<file path="src/inc/ibc_pkg.sv">
package ibc_pkg;
    // register byte addresses
    localparam logic [7:0] IBC_ADDR_BIAS = 8'h00;
    localparam logic [7:0] IBC_ADDR_CTRL = 8'h04;
    localparam logic [7:0] IBC_ADDR_STAT = 8'h08;
    localparam logic [7:0] IBC_ADDR_IRQ = 8'h0c;
    localparam logic [7:0] IBC_ADDR_MASK = 8'h10;
    localparam logic [7:0] IBC_ADDR_DATA = 8'h14;
    localparam logic [7:0] IBC_ADDR_EXC = 8'h18;
    // bias register fields
    localparam int IBC_LEVEL_SHIFT_BIAS_EN_BIT = 4;
    localparam int IBC_POL_BIT = 3;
    localparam int IBC_MAG_LSB = 0;
    localparam int IBC_MAG_W = 3;
    localparam logic [7:0] IBC_BIAS_RESET = 8'h00;
    localparam logic [7:0] IBC_BIAS_MASK = 8'h1f;
    localparam logic [2:0] IBC_MAG_MAX = 3'h4;
    // control and excitation register fields
    localparam int IBC_CTL_START = 0;
    localparam int IBC_CTL_STOP = 1;
    localparam int IBC_CTL_RESET = 2;
    localparam int IBC_CTL_POWER_DOWN_PIN = 3;
    localparam int IBC_CTL_CONT = 4;
    localparam int IBC_CTL_EXC_EN = 5;
    localparam int IBC_CTL_EXC4 = 6;
    // status / irq bits
    localparam int IBC_ST_READY = 0;
    localparam int IBC_ST_RUN = 1;
    localparam int IBC_ST_POWER_DOWN_PIN = 2;
    localparam int IBC_ST_INTCLK = 3;
    localparam int IBC_IRQ_W = 2;
    localparam int IBC_IRQ_DONE = 0;
    localparam int IBC_IRQ_BADMAG = 1;
    // conversion timing
    localparam int IBC_CLK_MHZ = 125;
    localparam int IBC_CONV_US = 10;
    localparam int IBC_CONV_CYC = IBC_CONV_US * IBC_CLK_MHZ;
    localparam int IBC_GAP_CYC = 2;
    typedef enum logic [3:0] {
        IBC_IDLE = 4'b0001,
        IBC_CONV = 4'b0010,
        IBC_GAP = 4'b0100,
        IBC_PDN = 4'b1000
    } ibc_state_t;
endpackage

</file>
<file path="src/rtl/ibc_top.sv">
// Decided for this implementation: register access over APB and the placing of the registers.
`timescale 1ns/1ps
`default_nettype none
// Summary of operation
// - bit 4 connects level-shift bias to common input
// - bit 3 burn-out polarity, 0 pull-up
// - bits 2:0 burn-out magnitude, 101-111 reserved
// - start low: commands only; high+continuous: free-run
// - reset by power-on, pin, or command
// - power-down by software or pin
// - external clock low selects internal oscillator
// - data-out/ready pin driven only while select low
// - ready also on data pin and pollable
// - results buffered, readable any time
// - bridge drives synchronised, never both active
module ibc_top
    import ibc_pkg::*;
#(
    parameter int DATA_W = 24,
    parameter int CONV_CYC = IBC_CONV_CYC
) (
    input wire logic pclk,
    input wire logic presetn,
    input wire logic clk_en,
    input wire logic psel,
    input wire logic penable,
    input wire logic pwrite,
    input wire logic [7:0] paddr,
    input wire logic [31:0] pwdata,
    output logic [31:0] prdata,
    output logic pready,
    output logic pslverr,
    output logic irq,
    input wire logic reset_pin_n,
    input wire logic power_down_pin_n,
    input wire logic start_pin,
    input wire logic external_clock_input,
    input wire logic chip_select_n,
    input wire logic [DATA_W-1:0] sample_in,
    output logic level_shift_bias_en,
    output logic burnout_polarity,
    output logic [2:0] burnout_magnitude,
    output logic internal_osc_sel,
    output logic serial_out_ready_o,
    output logic serial_out_ready_oe,
    output logic conversion_ready_pin,
    output logic [3:0] bridge_drive
);
    if (DATA_W < 1 || DATA_W > 32 || CONV_CYC < 2) begin : g_bad_params
        $error("ibc_top: unsupported parameters");
    end

    // ********************************
    // register state
    // ********************************
    logic [7:0] bias_reg, bias_next;
    logic cont_reg, cont_next;
    logic exc_en_reg, exc_en_next;
    logic exc4_reg, exc4_next;
    logic sw_power_down_pin_reg, sw_power_down_pin_next;
    logic run_reg, run_next;
    logic ready_reg, ready_next;
    logic [IBC_IRQ_W-1:0] irq_st_reg, irq_st_next;
    logic [IBC_IRQ_W-1:0] irq_mask_reg, irq_mask_next;
    logic [DATA_W-1:0] data_reg, data_next;
    logic [31:0] prdata_reg, prdata_next;
    logic phase_reg, phase_next;
    logic [1:0] drive_reg, drive_next;
    logic [31:0] cnt_reg, cnt_next;
    ibc_state_t state_reg, state_next;

    logic wr_en, rd_en, soft_rst, done, any_power_down_pin, start_cmd, stop_cmd;
    logic [IBC_IRQ_W-1:0] irq_set;
    logic addr_ok;

    // accept a write strobe only in the access phase
    assign wr_en = psel && penable && pwrite && clk_en;
    assign rd_en = psel && penable && !pwrite && clk_en;
    assign pready = clk_en;
    assign addr_ok = (paddr == IBC_ADDR_BIAS) || (paddr == IBC_ADDR_CTRL)
        || (paddr == IBC_ADDR_STAT) || (paddr == IBC_ADDR_IRQ)
        || (paddr == IBC_ADDR_MASK) || (paddr == IBC_ADDR_DATA)
        || (paddr == IBC_ADDR_EXC);
    assign pslverr = psel && penable && !addr_ok;

    // command pulses from the control register
    assign soft_rst = wr_en && paddr == IBC_ADDR_CTRL
        && pwdata[IBC_CTL_RESET];
    assign start_cmd = wr_en && paddr == IBC_ADDR_CTRL
        && pwdata[IBC_CTL_START];
    assign stop_cmd = wr_en && paddr == IBC_ADDR_CTRL
        && pwdata[IBC_CTL_STOP];
    assign any_power_down_pin = sw_power_down_pin_reg || !power_down_pin_n;
    assign done = state_reg == IBC_CONV && cnt_reg == 32'(CONV_CYC - 1);

    // ********************************
    // register next values
    // ********************************
    always_comb begin
        bias_next = bias_reg;
        cont_next = cont_reg;
        exc_en_next = exc_en_reg;
        exc4_next = exc4_reg;
        sw_power_down_pin_next = sw_power_down_pin_reg;
        irq_mask_next = irq_mask_reg;
        irq_set = '0;
        irq_set[IBC_IRQ_DONE] = done;
        data_next = done ? sample_in : data_reg;
        ready_next = ready_reg;
        if (done) begin
            ready_next = 1'b1;
        end else if (rd_en && paddr == IBC_ADDR_DATA) begin
            ready_next = 1'b0;
        end
        if (wr_en) begin
            unique case (paddr)
                IBC_ADDR_BIAS: begin
                    bias_next = pwdata[7:0] & IBC_BIAS_MASK;
                    irq_set[IBC_IRQ_BADMAG] =
                        pwdata[IBC_MAG_LSB +: IBC_MAG_W] > IBC_MAG_MAX;
                end
                IBC_ADDR_CTRL: begin
                    cont_next = pwdata[IBC_CTL_CONT];
                    sw_power_down_pin_next = pwdata[IBC_CTL_POWER_DOWN_PIN];
                end
                IBC_ADDR_MASK: irq_mask_next = pwdata[IBC_IRQ_W-1:0];
                IBC_ADDR_EXC: begin
                    exc_en_next = pwdata[IBC_CTL_EXC_EN];
                    exc4_next = pwdata[IBC_CTL_EXC4];
                end
                default: ;
            endcase
        end
        // set wins over write-one-to-clear
        irq_st_next = irq_st_reg;
        if (wr_en && paddr == IBC_ADDR_IRQ) begin
            irq_st_next = irq_st_reg & ~pwdata[IBC_IRQ_W-1:0];
        end
        irq_st_next = irq_st_next | irq_set;
        if (soft_rst) begin
            bias_next = IBC_BIAS_RESET;
            cont_next = 1'b0;
            exc_en_next = 1'b0;
            exc4_next = 1'b0;
            sw_power_down_pin_next = 1'b0;
            irq_mask_next = '0;
            irq_st_next = '0;
            data_next = '0;
            ready_next = 1'b0;
        end
    end

    // ********************************
    // apb read data
    // ********************************
    always_comb begin
        prdata_next = prdata_reg;
        if (psel && !penable && !pwrite) begin
            prdata_next = '0;
            unique case (paddr)
                IBC_ADDR_BIAS: prdata_next[7:0] = bias_reg;
                IBC_ADDR_CTRL: begin
                    prdata_next[IBC_CTL_CONT] = cont_reg;
                    prdata_next[IBC_CTL_POWER_DOWN_PIN] = sw_power_down_pin_reg;
                end
                IBC_ADDR_STAT: begin
                    prdata_next[IBC_ST_READY] = ready_reg;
                    prdata_next[IBC_ST_RUN] =
                        run_reg || (start_pin && cont_reg);
                    prdata_next[IBC_ST_POWER_DOWN_PIN] = any_power_down_pin;
                    prdata_next[IBC_ST_INTCLK] = internal_osc_sel;
                end
                IBC_ADDR_IRQ: prdata_next[IBC_IRQ_W-1:0] = irq_st_reg;
                IBC_ADDR_MASK: prdata_next[IBC_IRQ_W-1:0] = irq_mask_reg;
                IBC_ADDR_DATA: prdata_next[DATA_W-1:0] = data_reg;
                IBC_ADDR_EXC: begin
                    prdata_next[IBC_CTL_EXC_EN] = exc_en_reg;
                    prdata_next[IBC_CTL_EXC4] = exc4_reg;
                end
                default: ;
            endcase
        end
    end

    // ********************************
    // conversion sequencer
    // ********************************
    always_comb begin
        state_next = state_reg;
        cnt_next = cnt_reg;
        run_next = run_reg;
        phase_next = phase_reg;
        drive_next = drive_reg;
        if (start_cmd) begin
            run_next = 1'b1;
        end
        if (stop_cmd) begin
            run_next = 1'b0;
        end
        unique case (state_reg)
            IBC_IDLE: begin
                drive_next = 2'b00;
                // start pin high in continuous mode free-runs
                if (run_reg || (start_pin && cont_reg)) begin
                    state_next = IBC_CONV;
                    cnt_next = '0;
                    drive_next = phase_reg ? 2'b10 : 2'b01;
                end
            end
            IBC_CONV: begin
                cnt_next = cnt_reg + 32'h1;
                if (done) begin
                    state_next = IBC_GAP;
                    cnt_next = '0;
                    drive_next = 2'b00;
                    phase_next = !phase_reg;
                    if (!cont_reg) begin
                        run_next = 1'b0;
                    end
                end
            end
            IBC_GAP: begin
                cnt_next = cnt_reg + 32'h1;
                if (cnt_reg == 32'(IBC_GAP_CYC - 1)) begin
                    state_next = IBC_IDLE;
                end
            end
            IBC_PDN: begin
                drive_next = 2'b00;
                if (!any_power_down_pin) begin
                    state_next = IBC_IDLE;
                end
            end
        endcase
        if (any_power_down_pin && state_reg != IBC_PDN) begin
            state_next = IBC_PDN;
            drive_next = 2'b00;
            run_next = 1'b0;
        end
        if (soft_rst) begin
            state_next = IBC_IDLE;
            cnt_next = '0;
            run_next = 1'b0;
            phase_next = 1'b0;
            drive_next = 2'b00;
        end
    end

    // ********************************
    // registers
    // ********************************
    always_ff @(posedge pclk or negedge presetn) begin
        if (!presetn) begin
            bias_reg <= IBC_BIAS_RESET;
            cont_reg <= 1'b0;
            exc_en_reg <= 1'b0;
            exc4_reg <= 1'b0;
            sw_power_down_pin_reg <= 1'b0;
            run_reg <= 1'b0;
            ready_reg <= 1'b0;
            irq_st_reg <= '0;
            irq_mask_reg <= '0;
            data_reg <= '0;
            prdata_reg <= '0;
            phase_reg <= 1'b0;
            drive_reg <= 2'b00;
            cnt_reg <= '0;
            state_reg <= IBC_IDLE;
        end else if (!reset_pin_n) begin
            // hardware reset pin, synchronous
            bias_reg <= IBC_BIAS_RESET;
            cont_reg <= 1'b0;
            exc_en_reg <= 1'b0;
            exc4_reg <= 1'b0;
            sw_power_down_pin_reg <= 1'b0;
            run_reg <= 1'b0;
            ready_reg <= 1'b0;
            irq_st_reg <= '0;
            irq_mask_reg <= '0;
            data_reg <= '0;
            prdata_reg <= '0;
            phase_reg <= 1'b0;
            drive_reg <= 2'b00;
            cnt_reg <= '0;
            state_reg <= IBC_IDLE;
        end else if (clk_en) begin
            bias_reg <= bias_next;
            cont_reg <= cont_next;
            exc_en_reg <= exc_en_next;
            exc4_reg <= exc4_next;
            sw_power_down_pin_reg <= sw_power_down_pin_next;
            run_reg <= run_next;
            ready_reg <= ready_next;
            irq_st_reg <= irq_st_next;
            irq_mask_reg <= irq_mask_next;
            data_reg <= data_next;
            prdata_reg <= prdata_next;
            phase_reg <= phase_next;
            drive_reg <= drive_next;
            cnt_reg <= cnt_next;
            state_reg <= state_next;
        end
    end

    // ********************************
    // outputs
    // ********************************
    assign prdata = prdata_reg;
    assign irq = |(irq_st_reg & irq_mask_reg);
    assign level_shift_bias_en = bias_reg[IBC_LEVEL_SHIFT_BIAS_EN_BIT];
    assign burnout_polarity = bias_reg[IBC_POL_BIT];
    // reserved magnitude codes leave the source off
    assign burnout_magnitude =
        (bias_reg[IBC_MAG_LSB +: IBC_MAG_W] > IBC_MAG_MAX) ? 3'h0
        : bias_reg[IBC_MAG_LSB +: IBC_MAG_W];
    assign internal_osc_sel = !external_clock_input;
    assign serial_out_ready_oe = !chip_select_n;
    assign serial_out_ready_o = !ready_reg;
    assign conversion_ready_pin = !ready_reg;
    // two-wire uses pair 0/1, four-wire mirrors onto 2/3
    assign bridge_drive = exc_en_reg
        ? {exc4_reg ? drive_reg : 2'b00, drive_reg} : 4'h0;
endmodule
`default_nettype wire

</file>
<file path="config.mk">
export PLATFORM = sky130hd
export DESIGN_NAME = ibc_top
export DESIGN_NICKNAME = d
export VERILOG_FILES = /design/src/inc/ibc_pkg.sv /design/src/rtl/ibc_top.sv
export SDC_FILE = /design/constraint.sdc
export NUM_CORES = 1
export LEC_CHECK = 0
export BUFFER_PORTS_ARGS = -buffer_cell sky130_fd_sc_hd__buf_2
export CAP_MARGIN = 20
export CORE_UTILIZATION = 27
export DETAILED_ROUTE_END_ITERATION = 12
export GPL_ROUTABILITY_DRIVEN = 1
export HOLD_SLACK_MARGIN = 0.08
export PLACE_DENSITY_LB_ADDON = 0.08
export SLEW_MARGIN = 5
export SYNTH_ARGS = -nofsm -noshare
export SYNTH_HDL_FRONTEND = slang
export SYNTH_SLANG_ARGS = --single-unit
</file>
<file path="constraint.sdc">
create_clock -name pclk -period 2.6 [get_ports pclk]
set_input_delay 0.26 -clock pclk [delete_from_list [all_inputs] [get_ports pclk]]
set_output_delay 0.26 -clock pclk [all_outputs]
set_load 0.01 [all_outputs]
</file>
==> results of run 1 <==
[final timing paths]
| path | slack, ns | to | from |
|---|---|---|---|
| min | 0.12 | data_reg[6]$_DFFE_PN0P_ | sample_in[6] |
| min reg2reg | 0.50 | prdata[4]$_DFFE_PN0P_ | prdata[4]$_DFFE_PN0P_ |
| max in group asynchronous | 1.57 | state_reg[0]$_DFFE_PN1P_ | presetn |
| max | 0.24 | cnt_reg[30]$_DFFE_PN0P_ | paddr[1] |
| min in group asynchronous | 0.36 | prdata[20]$_DFFE_PN0P_ | presetn |
| max reg2reg | 0.29 | cnt_reg[30]$_DFFE_PN0P_ | state_reg[3]$_DFFE_PN0P_ |
[power by group through the flow]
stage | logic, mW | registers [mW] | clock network (mW)
floorplan | 0.173 | 1.63 | 0
global placement | 0.322 | 1.65 | 0
detailed placement | 0.324 | 1.65 | 0
CTS | 0.327 | 1.62 | 1.82
global route | 0.357 | 1.62 | 1.87
finish | 0.323 | 1.62 | 1.76
[worst max-delay path: stages]
cell	delay, ns
buf_2	0.10
or4b_1	0.62
o41ai_2	0.37
buf_4	0.18
a21oi_2	0.03
a211o_1	0.46
or4_1	0.53
nand3_1	0.10
[repair_timing]
action | 4_1_cts | 5_1_grt
hold endpoints to repair | 22 | 0
setup endpoints to repair | 0 | 2
hold buffers | 1 | 0
resized for setup | 0 | 1
[cell usage after synthesis (3+ instances only)]
master / instances / share of area
a21o_1: 13 / 0.019
a21oi_1: 23 / 0.022
a221o_1: 4 / 0.0076
a22o_1: 60 / 0.10
a22oi_1: 6 / 0.0086
a31oi_1: 4 / 0.0048
and2_1: 7 / 0.0083
and3_1: 10 / 0.012
and4_1: 3 / 0.0050
buf_2: 8 / 0.0076
buf_4: 10 / 0.014
clkbuf_1: 17 / 0.012
dfrtp_1: 101 / 0.48
inv_1: 19 / 0.014
nand2_1: 55 / 0.039
nand2b_1: 5 / 0.0059
nand3_1: 30 / 0.029
nand4_1: 10 / 0.012
nor2_1: 27 / 0.019
nor2b_1: 10 / 0.012
nor3_1: 12 / 0.011
nor3b_1: 3 / 0.0043
nor4_1: 12 / 0.014
nor4b_1: 4 / 0.0067
o21ai_0: 30 / 0.029
o31ai_1: 5 / 0.0071
or3_1: 9 / 0.011
or4_1: 9 / 0.013
[metrics by stage]
stage	worst slack, ns	hold slack (ns)
detailed placement	-0.116	0.191
global placement	-0.115	0.187
floorplan	0.387	-0.0356
CTS	0.221	0.105
global route	0.121	0.112
finish	0.238	0.119
[final cells by class]
class | count | area share
flip-flops and latches | 102 | 0.383
multi-input cells | 397 | 0.375
repair buffers | 131 | 0.124
well taps | 260 | 0.0488
clock buffers | 9 | 0.0338
clock inverters | 6 | 0.0239
inverters | 19 | 0.0107
[layout by cell type (no fill, tap or decap), types with 6 or more instances in the layout]
master,count
nand4_1,10
or4_1,9
dfrtp_1,101
a22o_1,60
nand3_1,30
a21o_1,13
nor2b_1,10
or3_1,9
and2_1,7
o21ai_0,30
nand2_1,55
buf_4,37
inv_1,19
nor4_1,11
buf_2,88
nor2_1,26
conb_1,8
nor3_1,12
clkbuf_16,9
a21oi_1,22
a22oi_1,6
and3_1,10
[layer usage]
metal,vias up,global-route usage,part of all wire,wire (um)
met2,118,0.253,0.44,7120
met4,0,0.0600,0.016,262
met5,-,0,0,0
met3,16,0.0351,0.045,722
li1,2280,-,-,-
met1,2335,0.236,0.50,8090
[logic make-up (layout without fill, tap and decap cells)]
kind of cell,Yosys count,after routing,share of synthesized area
muxes,3,3,0.00594
xor gates and xnor gates,2,2,0.00333
other,1,8,0.000712
AOI/OAI and AO/OA,166,166,0.232
and+or+nand+nor,216,216,0.219
buffers and inverters,56,165,0.0489
adders and majority gates,2,2,0.00475
DFF,102,102,0.485
==> impl_summary.md, run 1 <==
Die
The area of the core is 0.0189 sq mm. The row count is 50. The area of the die is approximately 0.02 sq mm. The initial cell density of the core is 0.279. The die is ~140 um wide.

The die outline height is 142 um. 123 I/O pins were placed.

Layout
The antenna diode instance count is 0. Once layout is complete, the utilization of the core stands at 0.353. The fill cell total of the finished layout is about 2,000. The synthesis-to-layout area growth is 26.5%.

After the last flow step, the layout net total stands at 737. The number of non-filler instances in the completed layout is a little over 900. With fillers left out, the area of the finished cells amounts to 0.00666 sq mm.

The area of the multi-input gates is 0.00250 sq mm. The share of post-route cells with drive strength above 1 is 0.238. The register area is 0.00255 sq mm. The register with the most flip-flops in the layout has 32 of them.

STA
The number of hold violations in the final report is 0. The worst path in the final design needs a cycle of between 2 and 2.5 ns, including I/O delays and setup. Dividing the final minimum period by the clock period gives 0.908. The number of max-slew violations in the final report was 0.

Setup repair after global routing left no endpoint under its margin. The worst-margin pin slew is 0.717 ns. The setup TNS is 0 ns. Measured against its own limit, the worst slew margin works out to 0.520.

The final setup violation count is 0. The clock skew after layout is between 0.009 and 0.01 ns. The upper clock frequency limit is 423 MHz.

Min path
The min-delay analysis places its worst path in the category in -> reg. The worst hold path depth is 2.

Power
Of the total power, the share spent switching nets is 0.230. The share of total power dissipated in sequential elements is 0.437. The leakage power total is about 3.2 nW.

The clock share of power is 0.476. The internal power is around 2.9 mW. Of the total power, combinational logic draws 0.087. For this design the ratio of total power to cell area is 556 mW/mm^2. The reported net switching power is ~0.85 mW.

IR analysis of the VDD net gives a maximum drop of around 290 uV. Summing internal, switching and leakage power gives 3.70 mW.

Logic synthesis
Yosys printed 0 warnings. Of the synthesized area, sequential elements account for 0.485. Averaged over all synthesized cells, the footprint is slightly below 10 sq um. The most used flip-flop cell after synthesis is dfrtp_1. The cell count after synthesis is 548. The post-synthesis instance area is 0.00527 sq mm. The number of flops mapped to enable cells by yosys is 0. The post-synthesis sequential element count is roughly 100. Yosys mapped the design onto 61 distinct sky130hd cell types. The share of async-settable or async-resettable flops after synthesis is 1.00.

Global routing
Entering global routing, the biggest net connects 55 pins. The first global-routing pass estimated 25.8 mm of wire. The number of antenna violations at the first check in global routing is 0.

The number of global-route vias before repair was 4,648. The overflow left after global routing is 0. In the global route stage, overall resource usage came out at 0.168.

Placement
Routability-driven placement finished with a final weighted congestion of around 0.8. The cell count after placement is 908. In this run the tool buffered the top-level ports with 89 buffer cells. The HPWL after detailed placement is 11.6 mm. The area after detailed placement is 0.00626 sq mm.

Setup path
The worst setup path is captured at a flop. STA classifies the critical path startpoint as a primary input. The number of cells on the worst reg-to-reg path is 5. The critical setup path kind is in -> reg.

STA puts the critical path data arrival time at 2.65 ns. The data required time at the worst endpoint is about 2.9 ns. Along the worst path, the maximum fanout reaches 13.

Clocking
The clock input transition at the sequential cells of the worst setup and hold paths is around 0.080 ns. In this run, CTS created clock tree buffers numbering 9. The TritonCTS clock tree is built. The root cell of the clock tree is clkbuf_16.

The clock net in this run drives a total of between 100 and 150 sinks. The clock latency of the later-clocked register in the worst-skew pair is 0.36 ns. The number of H-tree levels is 3. In this run the post-CTS setup repair buffer count came out at 0. Counting along the longest clock path gives a buffer depth of 2.

Outcome
The run finished with clean final reports.

Routing
The routed design has 16.2 mm of wire. The final antenna-violating net count is 0. The detailed-router iteration count before antenna repair is 4.

The remaining design rule violation count is 0. The via-per-instance ratio is around 5.1. The detailed router finished its first iteration with 368 violations.

The routed length per placed instance is 17.5 um. The detailed router placed roughly 4,700 vias in this run.

Flow run
Across the run, the number of max-cap violations was 0.
Note: power is estimated with default switching activity, not from simulation.
==> run 2: changes to the inputs <==
--- a/config.mk
+++ b/config.mk
@@ -11,7 +11,8 @@
 export DETAILED_ROUTE_END_ITERATION = 12
 export GPL_ROUTABILITY_DRIVEN = 1
 export HOLD_SLACK_MARGIN = 0.08
-export PLACE_DENSITY_LB_ADDON = 0.08
+export PLACE_DENSITY_LB_ADDON = 0.12
+export SKIP_LAST_GASP = 1
 export SLEW_MARGIN = 5
 export SYNTH_ARGS = -nofsm -noshare
 export SYNTH_HDL_FRONTEND = slang
==> run 2 against run 1 <==
Highest routed layer is now met5. First-iteration DRC count decreased by 31%. Die area unchanged. Final cell count decreased by 0.76%. Flip-flop and latch count unchanged. Count of clock-buffer cells in the layout unchanged. Cell area decreased by 2.2%. Critical endpoint is now cnt_reg[13]$_DFFE_PN0P_.
==> impl_summary.md, run 2 (synthesis gave the netlist of run 1 again) <==
Power
The power density of the placed cells is 513 mW/mm^2 (-7.7%). The total power is 3.34 mW (-9.7%). The leakage power total is 3.08 nW (-2.6%). The peak supply drop is 305 uV (+5.8%).

STA
The worst hold slack across all endpoints came to 0.108 ns (-0.0109 ns). The worst slew margin relative to its limit is 0.526 (+0.00619). The upper clock frequency limit was 421 MHz (-0.49%). The setup TNS was 0 ns (unchanged).

The final worst-path cycle share is 0.913 (+0.00450). The final setup violation count was 0 (unchanged). The number of hold violations in the final report is 0 (unchanged). The final critical delay including setup and external delays is 2.37 ns (+0.0117 ns). The worst-margin pin slew was 0.692 ns (-0.0245 ns). The clock skew after layout is 0.0133 ns (+0.00333 ns).

Setup repair after global routing left no endpoint under its margin. The number of max-slew violations in the final report was 0 (unchanged).

Setup path
The kind of cell adding the most delay to the critical path is simple AND/OR/NAND/NOR gates. The cell type with the highest occurrence count on the critical path is buf_4. Among all stages on the critical path, the largest delay is contributed by dfrtp_1. The data required time at the worst endpoint is 2.87 ns (-0.02 ns).

The maximum fanout count along the critical path is 7 (-6). The critical setup path kind is reg -> reg. Traced cell by cell, the critical path runs through ha_1, nor4b_2, nand4_1, o21bai_1, buf_4, a211o_1, buf_4, or3_1, o21ai_0.

STA classifies the critical path endpoint as a flop. The endpoint arrival time on the critical path is 2.65 ns (about the same). The startpoint identified for the worst register-to-register timing path is cnt_reg[0]$_DFFE_PN0P_.

The worst setup path is launched from a flop. The worst setup path startpoint is cnt_reg[0]$_DFFE_PN0P_. The buffer and inverter count on the worst path is 2 (unchanged).

The stage delay of the slowest cell on the critical path was 0.44 ns (-0.18 ns).

Global routing
The overall fraction of global-route tracks in use is 0.160 (-0.00755). The wire length of the first global-routing pass was 24.9 mm (-3.5%). The number of global-route vias before repair was 4,583 (-1.4%). The largest net degree at the start of global routing is 61 (+11%). The overflow left after global routing is 0 (unchanged). The number of antenna violations at the first check in global routing is 1 (+1).

Layout
The antenna diode instance count is 0 (unchanged). The number of nets in the layout is 729 (-1.1%). Leaving out fill and tap cells, the most frequent cell in the layout is dfrtp_1. From synthesis to final layout, the design area changed by 23.7%. The flip-flop count of the largest register, all copies and words added came to 32 (unchanged). The area of the multi-input gates is 0.00249 sq mm (-0.10%). The share of post-route cells with drive strength above 1 was 0.228 (-0.00964).

The fill cell total of the finished layout came to 1,995 (-0.25%). The top cell types in the final layout, fill and taps aside, are 101 x dfrtp_1, 88 x buf_2, 60 x a22o_1. The register area is 0.00255 sq mm (unchanged).

Outcome
The run finished with clean final reports.

Routing
The remaining design rule violation count is 0 (unchanged). The routed length per placed instance is 16.9 um (-3.7%). The final antenna-violating net count is 0 (unchanged). The detailed-router iteration count before antenna repair is 5 (+1).

The via-per-instance ratio is 5.18 (+0.72%). The total detailed-routing wirelength is 15.5 mm (-4.5%). The total via count after detailed routing is 4,747 (-0.042%). The initial detailed-routing violation count is 253 (-31%).

Die
The area of the core came to 0.0189 sq mm (unchanged). The chip width is 142 um (unchanged). The die outline height is 142 um (unchanged).

The top-level port count is 123 (unchanged). The area of the die was 0.0201 sq mm (unchanged). The initial cell density of the core was 0.279 (unchanged).

The row count is 50 (unchanged).

Flow run
The max-cap violation count is 0 (unchanged).

Placement
The post-DP HPWL is 11.1 mm (-4.1%). The count of buffers from port buffering came to 89 (unchanged). The final RePlAce weighted congestion is 0.827 (+3.2%).

Min path
The start point of the worst hold path is sample_in[23]. In this run the worst hold path is classified as in -> reg.

Clocking
The clock sink count is 102 (unchanged). The clock latency of the later-clocked register in the worst-skew pair was 0.37 ns (about the same). The number of H-tree levels is 3 (unchanged). The post-CTS setup-driven buffer insertion count is 0 (unchanged). The maximum clock insertion buffer count was 2 (unchanged). The tree is rooted in a clkbuf_16.

The TritonCTS buffer count is 9 (unchanged). The clock input transition at the sequential cells of the worst setup and hold paths was 0.08 ns (about the same). TritonCTS built the clock tree.
==> run 2: cell count changes in the layout (fill, tap and decap cells not counted), moves of 2 or more <==
cell,before,now
buf_4,37,30
bufinv_16,5,0
clkinv_8,0,3
inv_8,0,2
==> run 2: per-layer routing <==
metal,track usage,vias up,wire (um)
met1,0.210,2343,7140
met5,0,-,12
li1,-,2260,-
met4,0.0526,2,228
met3,0.0300,18,763
met2,0.266,124,7320
==> run 2: cell type report <==
type / instances / share of cell area
Multi-Input combinational cell: 397 / 0.383
Inverter: 19 / 0.0109
Tap cell: 260 / 0.0499
Clock inverter: 7 / 0.0136
Timing Repair Buffer: 123 / 0.116
Clock buffer: 9 / 0.0346
Sequential cell: 102 / 0.392
==> run 2: power breakdown <==
group / switching (mW) / leakage [nW] / internal [mW]
combinational: 0.200 / 1.51 / 0.123
sequential: 0.0193 / 1.42 / 1.60
clock: 0.713 / 0.152 / 0.692
==> run 2: path summary, 6_finish.rpt <==
path | endpoint | slack, ns | depth (start not counted)
setup / recovery | cnt_reg[13]$_DFFE_PN0P_ | 0.23 | 9
hold / removal | data_reg[23]$_DFFE_PN0P_ | 0.11 | 2
setup reg to reg | cnt_reg[13]$_DFFE_PN0P_ | 0.23 | 9
hold reg to reg | prdata[7]$_DFFE_PN0P_ | 0.49 | 1
max in group asynchronous | state_reg[0]$_DFFE_PN1P_ | 1.36 | 3
min in group asynchronous | prdata[22]$_DFFE_PN0P_ | 0.44 | 2
==> run 2: what timing repair did <==
item,4_1_cts,5_1_grt
endpoints found under the setup margin,0,11
hold endpoints to repair,42,0
hold buffers,1,0
gates resized for setup,0,1
==> run 2: worst reg2reg max path, stage by stage, from the launching register on <==
cell,delay [ns]
dfrtp_1,0.44
ha_1,0.24
nor4b_2,0.17
nand4_1,0.16
o21bai_1,0.14
buf_4,0.16
a211o_1,0.36
buf_4,0.20
or3_1,0.33
o21ai_0,0.08
==> run 2: through the flow <==
stage / area (sq um) / worst slack, ns / util / instances
after detailed placement: 6180 / -0.0542 / 0.327 / 900
after CTS: 6510 / 0.119 / 0.345 / 917
after floorplan: 5290 / 0.387 / - / 555
after global placement: 6180 / -0.0401 / 0.327 / 900
after global routing: 6520 / 0.0497 / 0.345 / 917
final: 6520 / 0.227 / 0.345 / 917
==> run 3: changes to the inputs <==
--- a/config.mk
+++ b/config.mk
@@ -7,9 +7,10 @@
 export LEC_CHECK = 0
 export BUFFER_PORTS_ARGS = -buffer_cell sky130_fd_sc_hd__buf_2
 export CAP_MARGIN = 20
-export CORE_UTILIZATION = 27
+export CORE_UTILIZATION = 54
 export DETAILED_ROUTE_END_ITERATION = 12
 export GPL_ROUTABILITY_DRIVEN = 1
+export GPL_TIMING_DRIVEN = 0
 export HOLD_SLACK_MARGIN = 0.08
 export PLACE_DENSITY_LB_ADDON = 0.12
 export SKIP_LAST_GASP = 1
==> run 3 against run 2 <==
Maximum frequency fell by 3.6%. First-iteration DRC count rose by 13%. Cell area fell by 5.1%. Non-clock buffer count rose by 7. Largest cell class unchanged. Largest power group unchanged. Highest routed layer is now met4.
==> impl_summary.md, run 3 (synthesis gave the netlist of run 1 again) <==
Placement
The final RePlAce weighted congestion is 0.928 (+12%). The cell count after placement is 774 (-14%). The post-DP HPWL is 10.1 mm (-8.8%). The count of buffers from port buffering came to 89 (unchanged).

Flow run
The max-cap violation count is 0 (unchanged).

Die
The row count is 35 (-30%). The top-level port count is 123 (unchanged). The initial cell density of the core is 0.565 (+0.286). The area of the core was 0.00933 sq mm (-51%). The chip width was 101 um (-29%). The die outline height came to 101 um (-29%). The area of the die is 0.0102 sq mm (-49%).

STA
The upper clock frequency limit is 406 MHz (-3.6%). The final setup violation count came to 0 (unchanged). The number of hold violations in the final report is 0 (unchanged). The number of max-slew violations in the final report is 0 (unchanged). The setup TNS is 0 ns (unchanged).

The worst slew margin relative to its limit is 0.571 (+0.0444). The clock skew after layout was 0.00631 ns (-0.00696 ns). The worst-margin pin slew is 0.639 ns (-0.0530 ns). The final worst-path cycle share is 0.946 (+0.0336).

The final critical delay including setup and external delays is 2.46 ns (+0.0874 ns). The worst hold slack across all endpoints is 0.0930 ns (-0.0151 ns). Setup repair after global routing left no endpoint under its margin.

Layout
The register area was 0.00255 sq mm (unchanged). The area of the multi-input gates is 0.00252 sq mm (+0.95%). The fill cell total of the finished layout came to 769 (-61%).

The share of post-route cells with drive strength above 1 is 0.220 (-0.00843). The flip-flop count of the largest register, all copies and words added was 32 (unchanged). The most frequent standard cell in the layout excluding fill and tap cells is dfrtp_1. The antenna diode instance count is 0 (unchanged). The number of non-filler instances in the completed layout is 793 (-14%). Leaving out fill and tap cells, the most frequent cells in the layout are 101 x dfrtp_1, 97 x buf_2, 60 x a22o_1.

The number of nets in the layout is 736 (+0.96%). Relative to the synthesized area, the layout overhead comes to 17.4%.

Setup path
The kind of cell adding the most delay to the critical path is simple AND/OR/NAND/NOR gates. The maximum fanout count along the critical path was 10 (+3). The worst register-to-register path begins at cnt_reg[22]$_DFFE_PN0P_. The endpoint arrival time on the critical path is 2.73 ns (+0.08 ns). The worst setup path startpoint is cnt_reg[22]$_DFFE_PN0P_.

STA classifies the critical path endpoint as a flop. The buffer and inverter count on the worst path is 1 (-1). The stage delay of the slowest cell on the critical path came to 0.47 ns (+0.03 ns). The signal on the critical path passes through nor4_2, nand4_1, o21bai_4, a21o_1, buf_2, nor2_2, a221o_1. The data required time at the worst endpoint came to 2.87 ns (about the same). The worst-path cell with the longest stage delay is dfrtp_1. The critical setup path kind is reg -> reg. The category of the worst setup path launch point is a flop.

Global routing
The number of antenna violations at the first check in global routing is 0 (-1). The global-route layer with the greatest usage is met2. The met1 track demand over resource was 0.360 (+0.151).

The met3 demand-to-capacity share in global routing is 0.0520 (+0.0220). The overall fraction of global-route tracks in use is 0.286 (+0.126). The largest net degree at the start of global routing is 65 (+6.6%). The number of global-route vias before repair was 4,613 (+0.65%). The overflow left after global routing came to 0 (unchanged). The global routing usage on met2 is 0.468 (+0.202). The wire length of the first global-routing pass is 22.3 mm (-10%).

Clocking
TritonCTS built the clock tree. The TritonCTS buffer count is 9 (unchanged). The clock latency of the later-clocked register in the worst-skew pair is 0.38 ns (about the same). The root cell of the clock tree is clkbuf_8. The clock input transition at the sequential cells of the worst setup and hold paths is 0.10 ns (+0.02 ns). The number of H-tree levels is 3 (unchanged). The maximum clock insertion buffer count is 2 (unchanged).

The clock sink count is 102 (unchanged).

Power
The peak supply drop is 290 uV (-4.9%). The leakage power total is 3.00 nW (-2.5%). The power density of the placed cells is 462 mW/mm^2 (-9.9%).

Routing
The initial detailed-routing violation count was 287 (+13%). The total detailed-routing wirelength is 13.9 mm (-10%). The total via count after detailed routing was 4,827 (+1.7%). The detailed-router iteration count before antenna repair was 5 (unchanged).

The remaining design rule violation count came to 0 (unchanged). The final antenna-violating net count is 0 (unchanged). The routed length per placed instance is 17.5 um (+3.7%). The via-per-instance ratio is 6.09 (+18%).

Min path
The worst hold path belongs to the class in -> reg. The start point of the worst hold path is sample_in[5].

Outcome
The flow ran to the end, and the final reports show no timing, DRC or antenna violations.
[run 3: cell types whose count changed in the layout (fill, tap and decap cells not counted), moves of 2 or more]
cell and change:
clkbuf_1 +12, dlygate4sd3_1 +2, buf_2 +9, clkinv_8 -3
clkbuf_16 -9, nor4_1 -2, buf_4 -18, nor4_2 +2
buf_12 -4, clkbuf_2 +6, inv_8 -2, clkbuf_8 +9
[run 3: report_power, final]
group          internal [mW]  switching (mW)  leakage (nW)
Clock                  0.356           0.581        0.0868
Sequential              1.60          0.0122          1.42
Combinational          0.113           0.201          1.49
[run 3: area by class of cell]
cell class / instances / area share
Multi-Input combinational cell: 397 / 0.407
Buffer: 36 / 0.0310
Sequential cell: 102 / 0.413
Clock buffer: 10 / 0.0206
Clock inverter: 6 / 0.00769
Inverter: 19 / 0.0115
Tap cell: 129 / 0.0261
Timing Repair Buffer: 94 / 0.0829
[run 3: layer usage]
| metal | vias to the layer above | wire (um) | part of all wire |
|---|---|---|---|
| met2 | 175 | 6640 | 0.48 |
| met3 | 41 | 841 | 0.061 |
| met5 | - | 0 | 0 |
| li1 | 2268 | - | - |
| met1 | 2343 | 5970 | 0.43 |
| met4 | 0 | 419 | 0.030 |
[run 3: what timing repair did]
action	CTS	global route
gates resized for setup	4	14
buffers inserted	0	1
endpoints found under the setup margin	30	47
pin swaps	0	1
hold buffers	2	1
gates cloned	0	0
hold endpoints to repair	38	1
[run 3: through the flow]
stage	area, sq um	worst slack, ns	utilization	power [mW]
after CTS	6140	-0.0676	0.658	2.87
final	6180	0.139	0.663	2.86
after global placement	5900	-0.127	0.632	1.93
after global routing	6180	0.0143	0.663	2.97
after floorplan	5290	0.387	-	1.80
after detailed placement	5930	-0.175	0.636	1.95
[run 3: final timing paths]
kind | depth (start not counted) | slack [ns] | to
min in group asynchronous | 2 | 0.42 | bias_reg[4]$_DFFE_PN0P_
max | 7 | 0.14 | cnt_reg[20]$_DFFE_PN0P_
max reg2reg | 7 | 0.14 | cnt_reg[20]$_DFFE_PN0P_
max in group asynchronous | 3 | 1.51 | prdata[6]$_DFFE_PN0P_
min | 2 | 0.09 | data_reg[5]$_DFFE_PN0P_
min reg2reg | 2 | 0.50 | prdata[2]$_DFFE_PN0P_
